<file path="config.mk">
export PLATFORM = sky130hd
export DESIGN_NAME = trip_circuit_supervisor
export DESIGN_NICKNAME = d
export VERILOG_FILES = /design/src/trip_supervisor_pkg.sv /design/src/sense_sync.sv /design/src/trip_circuit_supervisor.sv
export VERILOG_INCLUDE_DIRS = /design/src
export SDC_FILE = /design/constraint.sdc
export NUM_CORES = 1
export LEC_CHECK = 0
export ABC_AREA = 1
export BUFFER_PORTS_ARGS = -buffer_cell sky130_fd_sc_hd__buf_4
export CAP_MARGIN = 5
export CORE_UTILIZATION = 45
export DETAILED_ROUTE_END_ITERATION = 7
export GPL_ROUTABILITY_DRIVEN = 0
export PLACE_DENSITY_LB_ADDON = 0.3
export SLEW_MARGIN = 10
export SYNTH_ARGS = -nofsm -noshare
export SYNTH_HDL_FRONTEND = slang
export SYNTH_HIERARCHICAL = 1
export SYNTH_SLANG_ARGS = --single-unit
</file>
<file path="constraint.sdc">
create_clock -name clk_in -period 3.6 [get_ports clk_in]
set_input_delay 0.18 -clock clk_in [delete_from_list [all_inputs] [get_ports clk_in]]
set_output_delay 0.18 -clock clk_in [all_outputs]
set_load 0.02 [all_outputs]
</file>
<file path="src/trip_supervisor_defines.svh">
// Purpose: constants for the trip circuit supervisor
// Assumes: 10 MHz clock, 32-bit axi4-lite register bus
// Notes: all offsets are byte addresses
`ifndef TRIP_SUPERVISOR_DEFINES_SVH
`define TRIP_SUPERVISOR_DEFINES_SVH
`define CLK_HZ 10000000
`define QUERY_PERIOD_MS 500
`define QUERY_CYCLES ((`CLK_HZ / 1000) * `QUERY_PERIOD_MS)
`define FAULT_QUERIES 3
`define OFF_CONTROL 8'h00
`define OFF_STATUS 8'h04
`define OFF_IRQ_STATUS 8'h08
`define OFF_IRQ_ENABLE 8'h0c
`define OFF_IRQ_CLEAR 8'h10
`define CTRL_ENABLE_BIT 0
`define CTRL_MODE_BIT 1
`define CTRL_ALLOC_LO 2
`define CTRL_RESET 32'h00000000
`define IRQ_ALARM_SET 0
`define IRQ_ALARM_CLR 1
`define IRQ_MISMATCH 2
`define IRQ_WIDTH 3
`define RESP_OKAY 2'h0
`define RESP_DECERR 2'h3
`endif

</file>
<file path="src/trip_supervisor_pkg.sv">
// Purpose: types for the trip circuit supervisor
// Assumes: constants live in trip_supervisor_defines.svh
// Notes: none
package trip_supervisor_pkg;
  typedef enum logic [1:0] {
    mode_one_input = 2'h1,
    mode_two_input = 2'h2
  } mode_type;
  typedef struct packed {
    logic trip_contact;
    logic breaker_aux;
  } sense_type;
  typedef struct packed {
    logic alarm;
    logic mismatch;
    logic active;
  } status_type;
endpackage : trip_supervisor_pkg

</file>
<file path="src/sense_sync.sv">
// Purpose: two-flop synchroniser for the sensing pins
// Assumes: pins are asynchronous to clk_in
// Notes: first stage feeds only the second stage
module sense_sync #(
  parameter int WIDTH = 2
) (
  input wire logic clk_in,
  input wire logic resetn_in,
  input wire logic [WIDTH-1:0] async_in,
  output logic [WIDTH-1:0] sync_out
);
  logic [WIDTH-1:0] stage1;
  logic [WIDTH-1:0] stage2;
  logic [WIDTH-1:0] next_stage1;
  logic [WIDTH-1:0] next_stage2;

  always_comb begin
    next_stage1 = async_in;
    next_stage2 = stage1;
  end

  always_ff @(posedge clk_in) begin
    if (!resetn_in) begin
      stage1 <= '0;
      stage2 <= '0;
    end else begin
      stage1 <= next_stage1;
      stage2 <= next_stage2;
    end
  end

  assign sync_out = stage2;
endmodule : sense_sync

</file>
<file path="src/trip_circuit_supervisor.sv">
// Purpose: trip circuit supervision through one or two sensing inputs, axi4-lite registers
// Assumes: sensing pins are high when energised, low when shorted by their contact
// Notes: alarm and its release are both debounced over the same number of queries
`include "trip_supervisor_defines.svh"

// Function
// - mode register bit selects one-input or two-input supervision.
// - allocation not matching selected mode raises the configuration mismatch output.
// - sensing input high means energised, low means shorted by its contact.
// - both inputs low briefly during a trip is a transient, no alarm.
// - persistent both-low state is the trip circuit fault criterion in two-input mode; in one-input mode the trip contact input low alone is.
// - both inputs are queried once every 500 ms.
// - alarm rises only after three consecutive faulty queries.
// - alarm clears after the same number of consecutive healthy queries.
// - enable bit defaults off; when off nothing is supervised or alarmed.
module trip_circuit_supervisor #(
  parameter int QUERY_CYCLES = `QUERY_CYCLES,
  parameter int FAULT_QUERIES = `FAULT_QUERIES
) (
  input wire logic clk_in,
  input wire logic resetn_in,
  input wire logic trip_contact_sense_input_in,
  input wire logic breaker_aux_sense_input_in,
  input wire logic [7:0] s_axi_awaddr_in,
  input wire logic s_axi_awvalid_in,
  output logic s_axi_awready_out,
  input wire logic [31:0] s_axi_wdata_in,
  input wire logic [3:0] s_axi_wstrb_in,
  input wire logic s_axi_wvalid_in,
  output logic s_axi_wready_out,
  output logic [1:0] s_axi_bresp_out,
  output logic s_axi_bvalid_out,
  input wire logic s_axi_bready_in,
  input wire logic [7:0] s_axi_araddr_in,
  input wire logic s_axi_arvalid_in,
  output logic s_axi_arready_out,
  output logic [31:0] s_axi_rdata_out,
  output logic [1:0] s_axi_rresp_out,
  output logic s_axi_rvalid_out,
  input wire logic s_axi_rready_in,
  output logic trip_circuit_alarm_out,
  output logic supervision_config_mismatch_out,
  output logic irq_out
);
  localparam int TW = $clog2(QUERY_CYCLES + 1);
  localparam int CW = $clog2(FAULT_QUERIES + 1);

  // ---------------- pin synchronisation
  logic [1:0] sense_raw;
  logic [1:0] sense_sync_q;
  trip_supervisor_pkg::sense_type sense;

  assign sense_raw = {trip_contact_sense_input_in, breaker_aux_sense_input_in};

  sense_sync #(.WIDTH(2)) u_sync (
    .clk_in(clk_in),
    .resetn_in(resetn_in),
    .async_in(sense_raw),
    .sync_out(sense_sync_q)
  );

  // high level means energised, low means shorted by the contact
  assign sense = trip_supervisor_pkg::sense_type'(sense_sync_q);

  // ---------------- registers
  logic [31:0] control;
  logic [`IRQ_WIDTH-1:0] irq_status;
  logic [`IRQ_WIDTH-1:0] irq_enable;
  logic enable;
  logic mode_two;
  logic [1:0] alloc;
  trip_supervisor_pkg::mode_type mode;

  assign enable = control[`CTRL_ENABLE_BIT];
  assign mode_two = control[`CTRL_MODE_BIT];
  assign alloc = control[`CTRL_ALLOC_LO+1:`CTRL_ALLOC_LO];
  assign mode = mode_two ? trip_supervisor_pkg::mode_two_input
                         : trip_supervisor_pkg::mode_one_input;

  function automatic logic [1:0] inputs_needed(input trip_supervisor_pkg::mode_type m);
    inputs_needed = (m == trip_supervisor_pkg::mode_two_input) ? 2'h2 : 2'h1;
  endfunction : inputs_needed

  // ---------------- query timer
  logic [TW-1:0] tick_count;
  logic [TW-1:0] next_tick_count;
  logic query;

  always_comb begin
    next_tick_count = tick_count;
    query = 1'b0;
    if (!enable) begin
      next_tick_count = '0;
    end else if (tick_count == TW'(QUERY_CYCLES - 1)) begin
      next_tick_count = '0;
      query = 1'b1;
    end else begin
      next_tick_count = tick_count + TW'(1);
    end
  end

  // ---------------- debounce of the fault criterion
  logic fault_now;
  logic alarm;
  logic next_alarm;
  logic [CW-1:0] fault_count;
  logic [CW-1:0] next_fault_count;
  logic [CW-1:0] healthy_count;
  logic [CW-1:0] next_healthy_count;
  logic mismatch;
  logic alarm_rise;
  logic alarm_fall;

  // in one-input mode the lone input sits across the trip contact; low alone is the fault
  always_comb begin
    if (mode == trip_supervisor_pkg::mode_two_input) begin
      fault_now = !sense.trip_contact && !sense.breaker_aux;
    end else begin
      fault_now = !sense.trip_contact;
    end
  end

  assign mismatch = enable && (alloc != inputs_needed(mode));

  // a single low query never alarms, so a trip in progress passes unnoticed
  always_comb begin
    next_alarm = alarm;
    next_fault_count = fault_count;
    next_healthy_count = healthy_count;
    if (!enable || mismatch) begin
      next_alarm = 1'b0;
      next_fault_count = '0;
      next_healthy_count = '0;
    end else if (query) begin
      if (fault_now) begin
        next_healthy_count = '0;
        if (!alarm) begin
          if (fault_count == CW'(FAULT_QUERIES - 1)) begin
            next_alarm = 1'b1;
            next_fault_count = '0;
          end else begin
            next_fault_count = fault_count + CW'(1);
          end
        end
      end else begin
        next_fault_count = '0;
        if (alarm) begin
          if (healthy_count == CW'(FAULT_QUERIES - 1)) begin
            next_alarm = 1'b0;
            next_healthy_count = '0;
          end else begin
            next_healthy_count = healthy_count + CW'(1);
          end
        end
      end
    end
  end

  assign alarm_rise = next_alarm && !alarm;
  assign alarm_fall = !next_alarm && alarm;

  always_ff @(posedge clk_in) begin
    if (!resetn_in) begin
      tick_count <= '0;
      alarm <= 1'b0;
      fault_count <= '0;
      healthy_count <= '0;
    end else begin
      tick_count <= next_tick_count;
      alarm <= next_alarm;
      fault_count <= next_fault_count;
      healthy_count <= next_healthy_count;
    end
  end

  // ---------------- axi4-lite slave
  logic aw_held;
  logic next_aw_held;
  logic [7:0] aw_addr;
  logic [7:0] next_aw_addr;
  logic w_held;
  logic next_w_held;
  logic [31:0] w_data;
  logic [31:0] next_w_data;
  logic [3:0] w_strb;
  logic [3:0] next_w_strb;
  logic bvalid;
  logic next_bvalid;
  logic [1:0] bresp;
  logic [1:0] next_bresp;
  logic rvalid;
  logic next_rvalid;
  logic [31:0] rdata;
  logic [31:0] next_rdata;
  logic [1:0] rresp;
  logic [1:0] next_rresp;
  logic [31:0] next_control;
  logic [`IRQ_WIDTH-1:0] next_irq_status;
  logic [`IRQ_WIDTH-1:0] next_irq_enable;
  logic [`IRQ_WIDTH-1:0] irq_events;
  logic [`IRQ_WIDTH-1:0] irq_clear;
  logic do_write;
  logic mismatch_q;
  trip_supervisor_pkg::status_type status;

  assign s_axi_awready_out = !aw_held && !bvalid;
  assign s_axi_wready_out = !w_held && !bvalid;
  assign s_axi_arready_out = !rvalid;
  assign do_write = aw_held && w_held && !bvalid;
  assign status = '{alarm: alarm, mismatch: mismatch_q, active: enable && !mismatch_q};

  function automatic logic [31:0] apply_strobe(input logic [31:0] old_v, input logic [31:0] new_v,
                                               input logic [3:0] strb);
    logic [31:0] r;
    r = old_v;
    for (int i = 0; i < 4; i++) begin
      if (strb[i]) begin
        r[i*8 +: 8] = new_v[i*8 +: 8];
      end
    end
    apply_strobe = r;
  endfunction : apply_strobe

  always_comb begin
    irq_events = '0;
    irq_events[`IRQ_ALARM_SET] = alarm_rise;
    irq_events[`IRQ_ALARM_CLR] = alarm_fall;
    irq_events[`IRQ_MISMATCH] = mismatch && !mismatch_q;
  end

  always_comb begin
    next_aw_held = aw_held;
    next_aw_addr = aw_addr;
    next_w_held = w_held;
    next_w_data = w_data;
    next_w_strb = w_strb;
    next_bvalid = bvalid;
    next_bresp = bresp;
    next_control = control;
    next_irq_enable = irq_enable;
    irq_clear = '0;
    if (s_axi_awvalid_in && s_axi_awready_out) begin
      next_aw_held = 1'b1;
      next_aw_addr = s_axi_awaddr_in;
    end
    if (s_axi_wvalid_in && s_axi_wready_out) begin
      next_w_held = 1'b1;
      next_w_data = s_axi_wdata_in;
      next_w_strb = s_axi_wstrb_in;
    end
    if (do_write) begin
      next_aw_held = 1'b0;
      next_w_held = 1'b0;
      next_bvalid = 1'b1;
      next_bresp = `RESP_OKAY;
      if (aw_addr == `OFF_CONTROL) begin
        next_control = apply_strobe(control, w_data, w_strb) & 32'h0000000f;
      end else if (aw_addr == `OFF_IRQ_ENABLE) begin
        next_irq_enable = w_strb[0] ? w_data[`IRQ_WIDTH-1:0] : irq_enable;
      end else if (aw_addr == `OFF_IRQ_CLEAR) begin
        irq_clear = w_strb[0] ? w_data[`IRQ_WIDTH-1:0] : '0;
      end else if (aw_addr == `OFF_STATUS || aw_addr == `OFF_IRQ_STATUS) begin
        next_bresp = `RESP_OKAY;
      end else begin
        next_bresp = `RESP_DECERR;
      end
    end else if (bvalid && s_axi_bready_in) begin
      next_bvalid = 1'b0;
    end
    // a new event wins over a clear in the same cycle
    next_irq_status = (irq_status & ~irq_clear) | irq_events;
  end

  always_comb begin
    next_rvalid = rvalid;
    next_rdata = rdata;
    next_rresp = rresp;
    if (s_axi_arvalid_in && s_axi_arready_out) begin
      next_rvalid = 1'b1;
      next_rresp = `RESP_OKAY;
      next_rdata = 32'h00000000;
      if (s_axi_araddr_in == `OFF_CONTROL) begin
        next_rdata = control;
      end else if (s_axi_araddr_in == `OFF_STATUS) begin
        next_rdata = {27'h0, sense.trip_contact, sense.breaker_aux, status};
      end else if (s_axi_araddr_in == `OFF_IRQ_STATUS) begin
        next_rdata = {29'h0, irq_status};
      end else if (s_axi_araddr_in == `OFF_IRQ_ENABLE) begin
        next_rdata = {29'h0, irq_enable};
      end else if (s_axi_araddr_in == `OFF_IRQ_CLEAR) begin
        next_rdata = 32'h00000000;
      end else begin
        next_rresp = `RESP_DECERR;
      end
    end else if (rvalid && s_axi_rready_in) begin
      next_rvalid = 1'b0;
    end
  end

  always_ff @(posedge clk_in) begin
    if (!resetn_in) begin
      aw_held <= 1'b0;
      aw_addr <= 8'h00;
      w_held <= 1'b0;
      w_data <= 32'h00000000;
      w_strb <= 4'h0;
      bvalid <= 1'b0;
      bresp <= 2'h0;
      rvalid <= 1'b0;
      rdata <= 32'h00000000;
      rresp <= 2'h0;
      control <= `CTRL_RESET;
      irq_status <= '0;
      irq_enable <= '0;
      mismatch_q <= 1'b0;
    end else begin
      aw_held <= next_aw_held;
      aw_addr <= next_aw_addr;
      w_held <= next_w_held;
      w_data <= next_w_data;
      w_strb <= next_w_strb;
      bvalid <= next_bvalid;
      bresp <= next_bresp;
      rvalid <= next_rvalid;
      rdata <= next_rdata;
      rresp <= next_rresp;
      control <= next_control;
      irq_status <= next_irq_status;
      irq_enable <= next_irq_enable;
      mismatch_q <= mismatch;
    end
  end

  assign s_axi_bvalid_out = bvalid;
  assign s_axi_bresp_out = bresp;
  assign s_axi_rvalid_out = rvalid;
  assign s_axi_rdata_out = rdata;
  assign s_axi_rresp_out = rresp;
  assign trip_circuit_alarm_out = alarm;
  assign supervision_config_mismatch_out = mismatch_q;
  assign irq_out = |(irq_status & irq_enable);
endmodule : trip_circuit_supervisor

</file>
### Word-level counts from Yosys, hierarchy flattened

Cells that the tools add are included.

* input port bits: 61
* bits in registers: 96
* output and inout bits: 44
* word-level logic and storage cells: 124

* reductions and logical operators: 40
* add/sub/neg operators: 3
* bitwise operators: 7
* eq/ne operators: 14
* multiplexer cells: 40

Operators with widths (count)
* $mux 2: 17
* $eq 8x4->1 const B: 4
* $add 23x1->23 const B: 1
* $eq 23x23->1 const B: 1
* $mux 3: 7
* $eq 8x3->1 const B: 2
* $eq 8x5->1 const B: 2
* $logic_not 8->1: 2
* $logic_and 1x1->1: 15
* $mux 1: 14
* $logic_not 1->1: 10
* $mux 5: 2
* $and 3x3->3: 2
* $eq 2x2->1 const B: 3
* $reduce_bool 2->1: 3
* $reduce_or 3->1: 2
* $add 2x1->2 const B: 2
* $reduce_and 2->1: 2
* $reduce_and 4->1: 1
* $reduce_or 2->1: 2
* $not 1->1: 3
* $not 3->3: 1
* $or 3x3->3: 1
* $reduce_and 3->1: 1
* 3 further kinds: 4

### Depth between registers and ports, before layout

* depth in word-level cells: 10
* gate-level depth with buffers: 9
* gate-level depth less buffers: 9

### Cells and area by module

The synthesis kept the hierarchy.

Modules (own cells, without submodules)
* trip_circuit_supervisor: cells an instance 488, seq. area each 1261.2 um^2, area each 3342.0 um^2, times used 1
* sense_sync: cells an instance 12, seq. area each 80.1 um^2, area each 110.1 um^2, times used 1

### Worst setup path before layout

Ideal clock, no wire load.

* path kind: register -> register
* from: reg tick_count[0]
* to: reg tick_count[12]
* path buffers: 1
* data required time: 3.483 ns
* data arrival time: 1.283 ns
* setup time: 0.117 ns
* stages on the path, launching flop included: 10
* path slack: 2.200 ns
* clock period less this slack: 1.400 ns
* path through: dfxtp_1 ha_1 nand2_1 inv_1 nand2_1 nor2_2 nand2_2 nand2_4 buf_12 nor3_2

* longest elaborated chain between the ends: 2

RTL lines
* start, declared: RTL line trip_circuit_supervisor.sv:85 `logic [TW-1:0] tick_count;`
* start signal, assigned: RTL line trip_circuit_supervisor.sv:169 `tick_count <= next_tick_count;`
* parallel branches: the longest is 2 deep, another holds $add 23x1->23

Parallel ways; which one is timed is not known.
A chain may end at the register's enable or synchronous reset.

### Worst setup path after layout

* from: reg tick_count[0]
* to: reg tick_count[20]

Same word-level chain as after synthesis.

==> metrics.yaml <==
status: "finished clean"
start_kind: "register"
yosysSeqAreaShare_pct: 38.9
ys_seq_elements: 67
dpl.hpwl_mm: 5.24
hold_slack_ns: 0.0205
vias: 3099
routed_wl_mm: 6.98
fin_crit_sh_pct: 47.3
grt_start_max_net_pins: 32
path_max_fanout: 23
async_flop_share_pct: 0
avgSynthCellArea_um2: 6.90
drtIter0Drc: 201
post-synth-top-count-cell: "nand2_1"
yosysWarnings: 6
critPathMaxStageDelay_ns: 0.37
core_um2: 7330
grt_use_total_pct: 18.9
rsz0062_at_grt: "false"
final.fill_count: 726
insertedDiodeCount: 0
yosys.area.top_type_share_pct: 38.9
ctsLongestPathBuffers: 2
core.rowCount: 31
viasPerCell: 4.75
place_ws_ns: 1.93
die_area_um2: 8030
netlist_area_um2: 3450
drtAntennaViolNets: 0
total_power_uw: 1640
endpoint_kind: "register"
cts.sinks: 67
yosysTopAreaCell: "dfxtp_1"
grt_pass1_vias: 2741
cp_cell_sequence: "ha_1 > nand2_1 > inv_1 > nand2_1 > nor2_2 > nand2_2 > nand2_4 > nor3_1"
clock_latency_ns: 0.35
syn2layout_area_growth_pct: 15.2
skew_ns: 0.0127
min_path_type: "in -> reg"
h-tree-depth: 3
die_w_um: 89.6
first_pass_iters: 4
synth_common_cells: "nand2_1 (100), nor2_1 (86), dfxtp_1 (67)"
ys_top_cells_by_area: "dfxtp_1 (39%), nand2_1 (11%), nor2_1 (9.4%)"
min_period_ns: 1.70
io_pins: 105
drv_slew: 0
io_buffer_count: 46
fmax_mhz: 587
die_y_um: 89.6
required_ns: 3.82
drive_gt1_share_pct: 16.6
synth_cells: 500
slowest_stage: "dfxtp_1"
tritoncts: "yes"
fin_setup_tns_ns: 0
yosysUniqueCellTypes: 35
cpMostUsedCell: "nand2_1"
worstPathArrival_ns: 1.92
wl_per_cell_um: 10.7
antenna_found_initial: 0
synth_edf_count: 0
cts-root-buf: "clkbuf_8"
final_hold_viol_count: 0
vdd_ir_drop_max_v: 0.000190
drc: 0
start_util_pct: 47.1
grt-ovfl-total: 0
worst_slack_ns: 1.90
finalSetupViolCount: 0
ys.flop_type: "dfxtp_1"
critPathKind: "reg -> reg"
grt_pass1_wl_mm: 11.7
numCtsBuffers: 9
powerDensity_nw_per_um2: 412
cts.clk_slew.worst_paths_ns: 0.07
p_leak_uw: 0.00167
maxCapViolations: 0
nets: 610
-- final timing paths --
kind	start	end	slack (ns)	depth (start not counted)
min reg2reg	u_sync/next_stage2[1]$_SDFF_PN0_	u_sync/sync_out[1]$_SDFF_PN0_	0.43	2
max	tick_count[0]$_SDFF_PP0_	tick_count[20]$_SDFF_PP0_	1.90	8
max reg2reg	tick_count[0]$_SDFF_PP0_	tick_count[20]$_SDFF_PP0_	1.90	8
min	trip_contact_sense_input_in	u_sync/next_stage2[1]$_SDFF_PN0_	0.02	3
-- critical path, delay by kind of cell (launching register included) --
kind,cells,cell delay (ns)
adders and majority gates,1,0.19
DFF,1,0.37
buffers and inverters,1,0.09
and+or+nand+nor,6,0.91
-- placed cells by master, fill, tap and decap left out --
master | synthesis | final
nor3_4 | 1 | 1
nor3_2 | 3 | 3
clkinv_4 | 0 | 2
o21a_1 | 1 | 1
o21ai_1 | 3 | 3
or2_1 | 1 | 1
nand3_2 | 1 | 1
ha_1 | 1 | 1
a21oi_2 | 8 | 8
nand4_1 | 5 | 5
nand3_1 | 30 | 30
bufinv_16 | 0 | 2
nor2_2 | 5 | 5
nand2_1 | 100 | 100
nand2_4 | 1 | 1
nand4_2 | 2 | 2
o2111ai_1 | 1 | 1
buf_4 | 29 | 46
clkinvlp_4 | 0 | 1
nand3b_1 | 3 | 3
clkbuf_1 | 3 | 1
o211ai_1 | 1 | 1
nor3b_2 | 1 | 1
clkinv_1 | 1 | 1
nor3_1 | 16 | 16
conb_1 | 1 | 27
a21oi_1 | 16 | 16
inv_1 | 66 | 66
nand2_2 | 6 | 6
dfxtp_1 | 67 | 67
nor2_1 | 86 | 86
dlygate4sd3_1 | 0 | 1
clkbuf_8 | 0 | 9
o21ai_0 | 29 | 29
clkinv_2 | 0 | 1
xor2_1 | 5 | 5
nor2_4 | 3 | 3
-- cell type report --
cell class | count | area (um^2) | area share (%)
flip-flops and latches | 67 | 1340 | 33.7
well taps | 99 | 124 | 3.11
repair buffers | 47 | 355 | 8.93
clock inverters | 6 | 90.1 | 2.26
clock buffers | 10 | 128 | 3.21
inverters | 67 | 251 | 6.32
multi-input cells | 356 | 1690 | 42.4
-- through the flow --
step	area [um^2]	utilization, %	cells
global placement	3750	51.2	635
floorplan	3550	-	526
CTS	3980	54.3	652
finish	3980	54.3	652
detailed placement	3750	51.2	635
global route	3980	54.3	652
-- layer usage --
| metal | wire (um) | share of wire [%] | global-route usage (%) |
|---|---|---|---|
| met1 | 3310 | 47 | 24.3 |
| met2 | 3080 | 44 | 29.9 |
| met3 | 491 | 7.0 | 4.84 |
| met4 | 97 | 1.4 | 8.08 |
| met5 | 0 | 0 | 0 |
-- flip-flops by register name, indices dropped and copies added (netlist names), 2 cells and up --
| name | cells |
|---|---|
| tick_count | 23 |
| aw_addr | 8 |
| s_axi_rdata_out | 5 |
| control | 4 |
| w_data | 4 |
| irq_enable | 3 |
| irq_status | 3 |
| fault_count | 2 |
| healthy_count | 2 |
| u_sync/next_stage2 | 2 |
| u_sync/sync_out | 2 |
-- kinds of logic (layout without fill, tap and decap cells) --
group / after synthesis / after routing / synth area share [%]
simple gates: 264 / 264 / 34.7
buf+inv: 103 / 130 / 15.1
flops: 67 / 67 / 38.9
compound gates: 59 / 59 / 9.68
xor+xnor: 5 / 5 / 1.27
fa+ha+maj: 1 / 1 / 0.362
other cells: 1 / 27 / 0.109
-- repair_timing --
| action | 4_1_cts | 5_1_grt |
|---|---|---|
| resized for setup | 0 | 0 |
| setup buffers | 0 | 0 |
| hold buffers | 1 | 0 |
| hold endpoints to repair | 1 | 0 |
-- power by group --
part	switching (uW)	internal (uW)	total (uW)
logic	107	61.5	168
clock network	298	391	689
registers	17.1	766	784
Note: power is estimated with default switching activity, not from simulation.
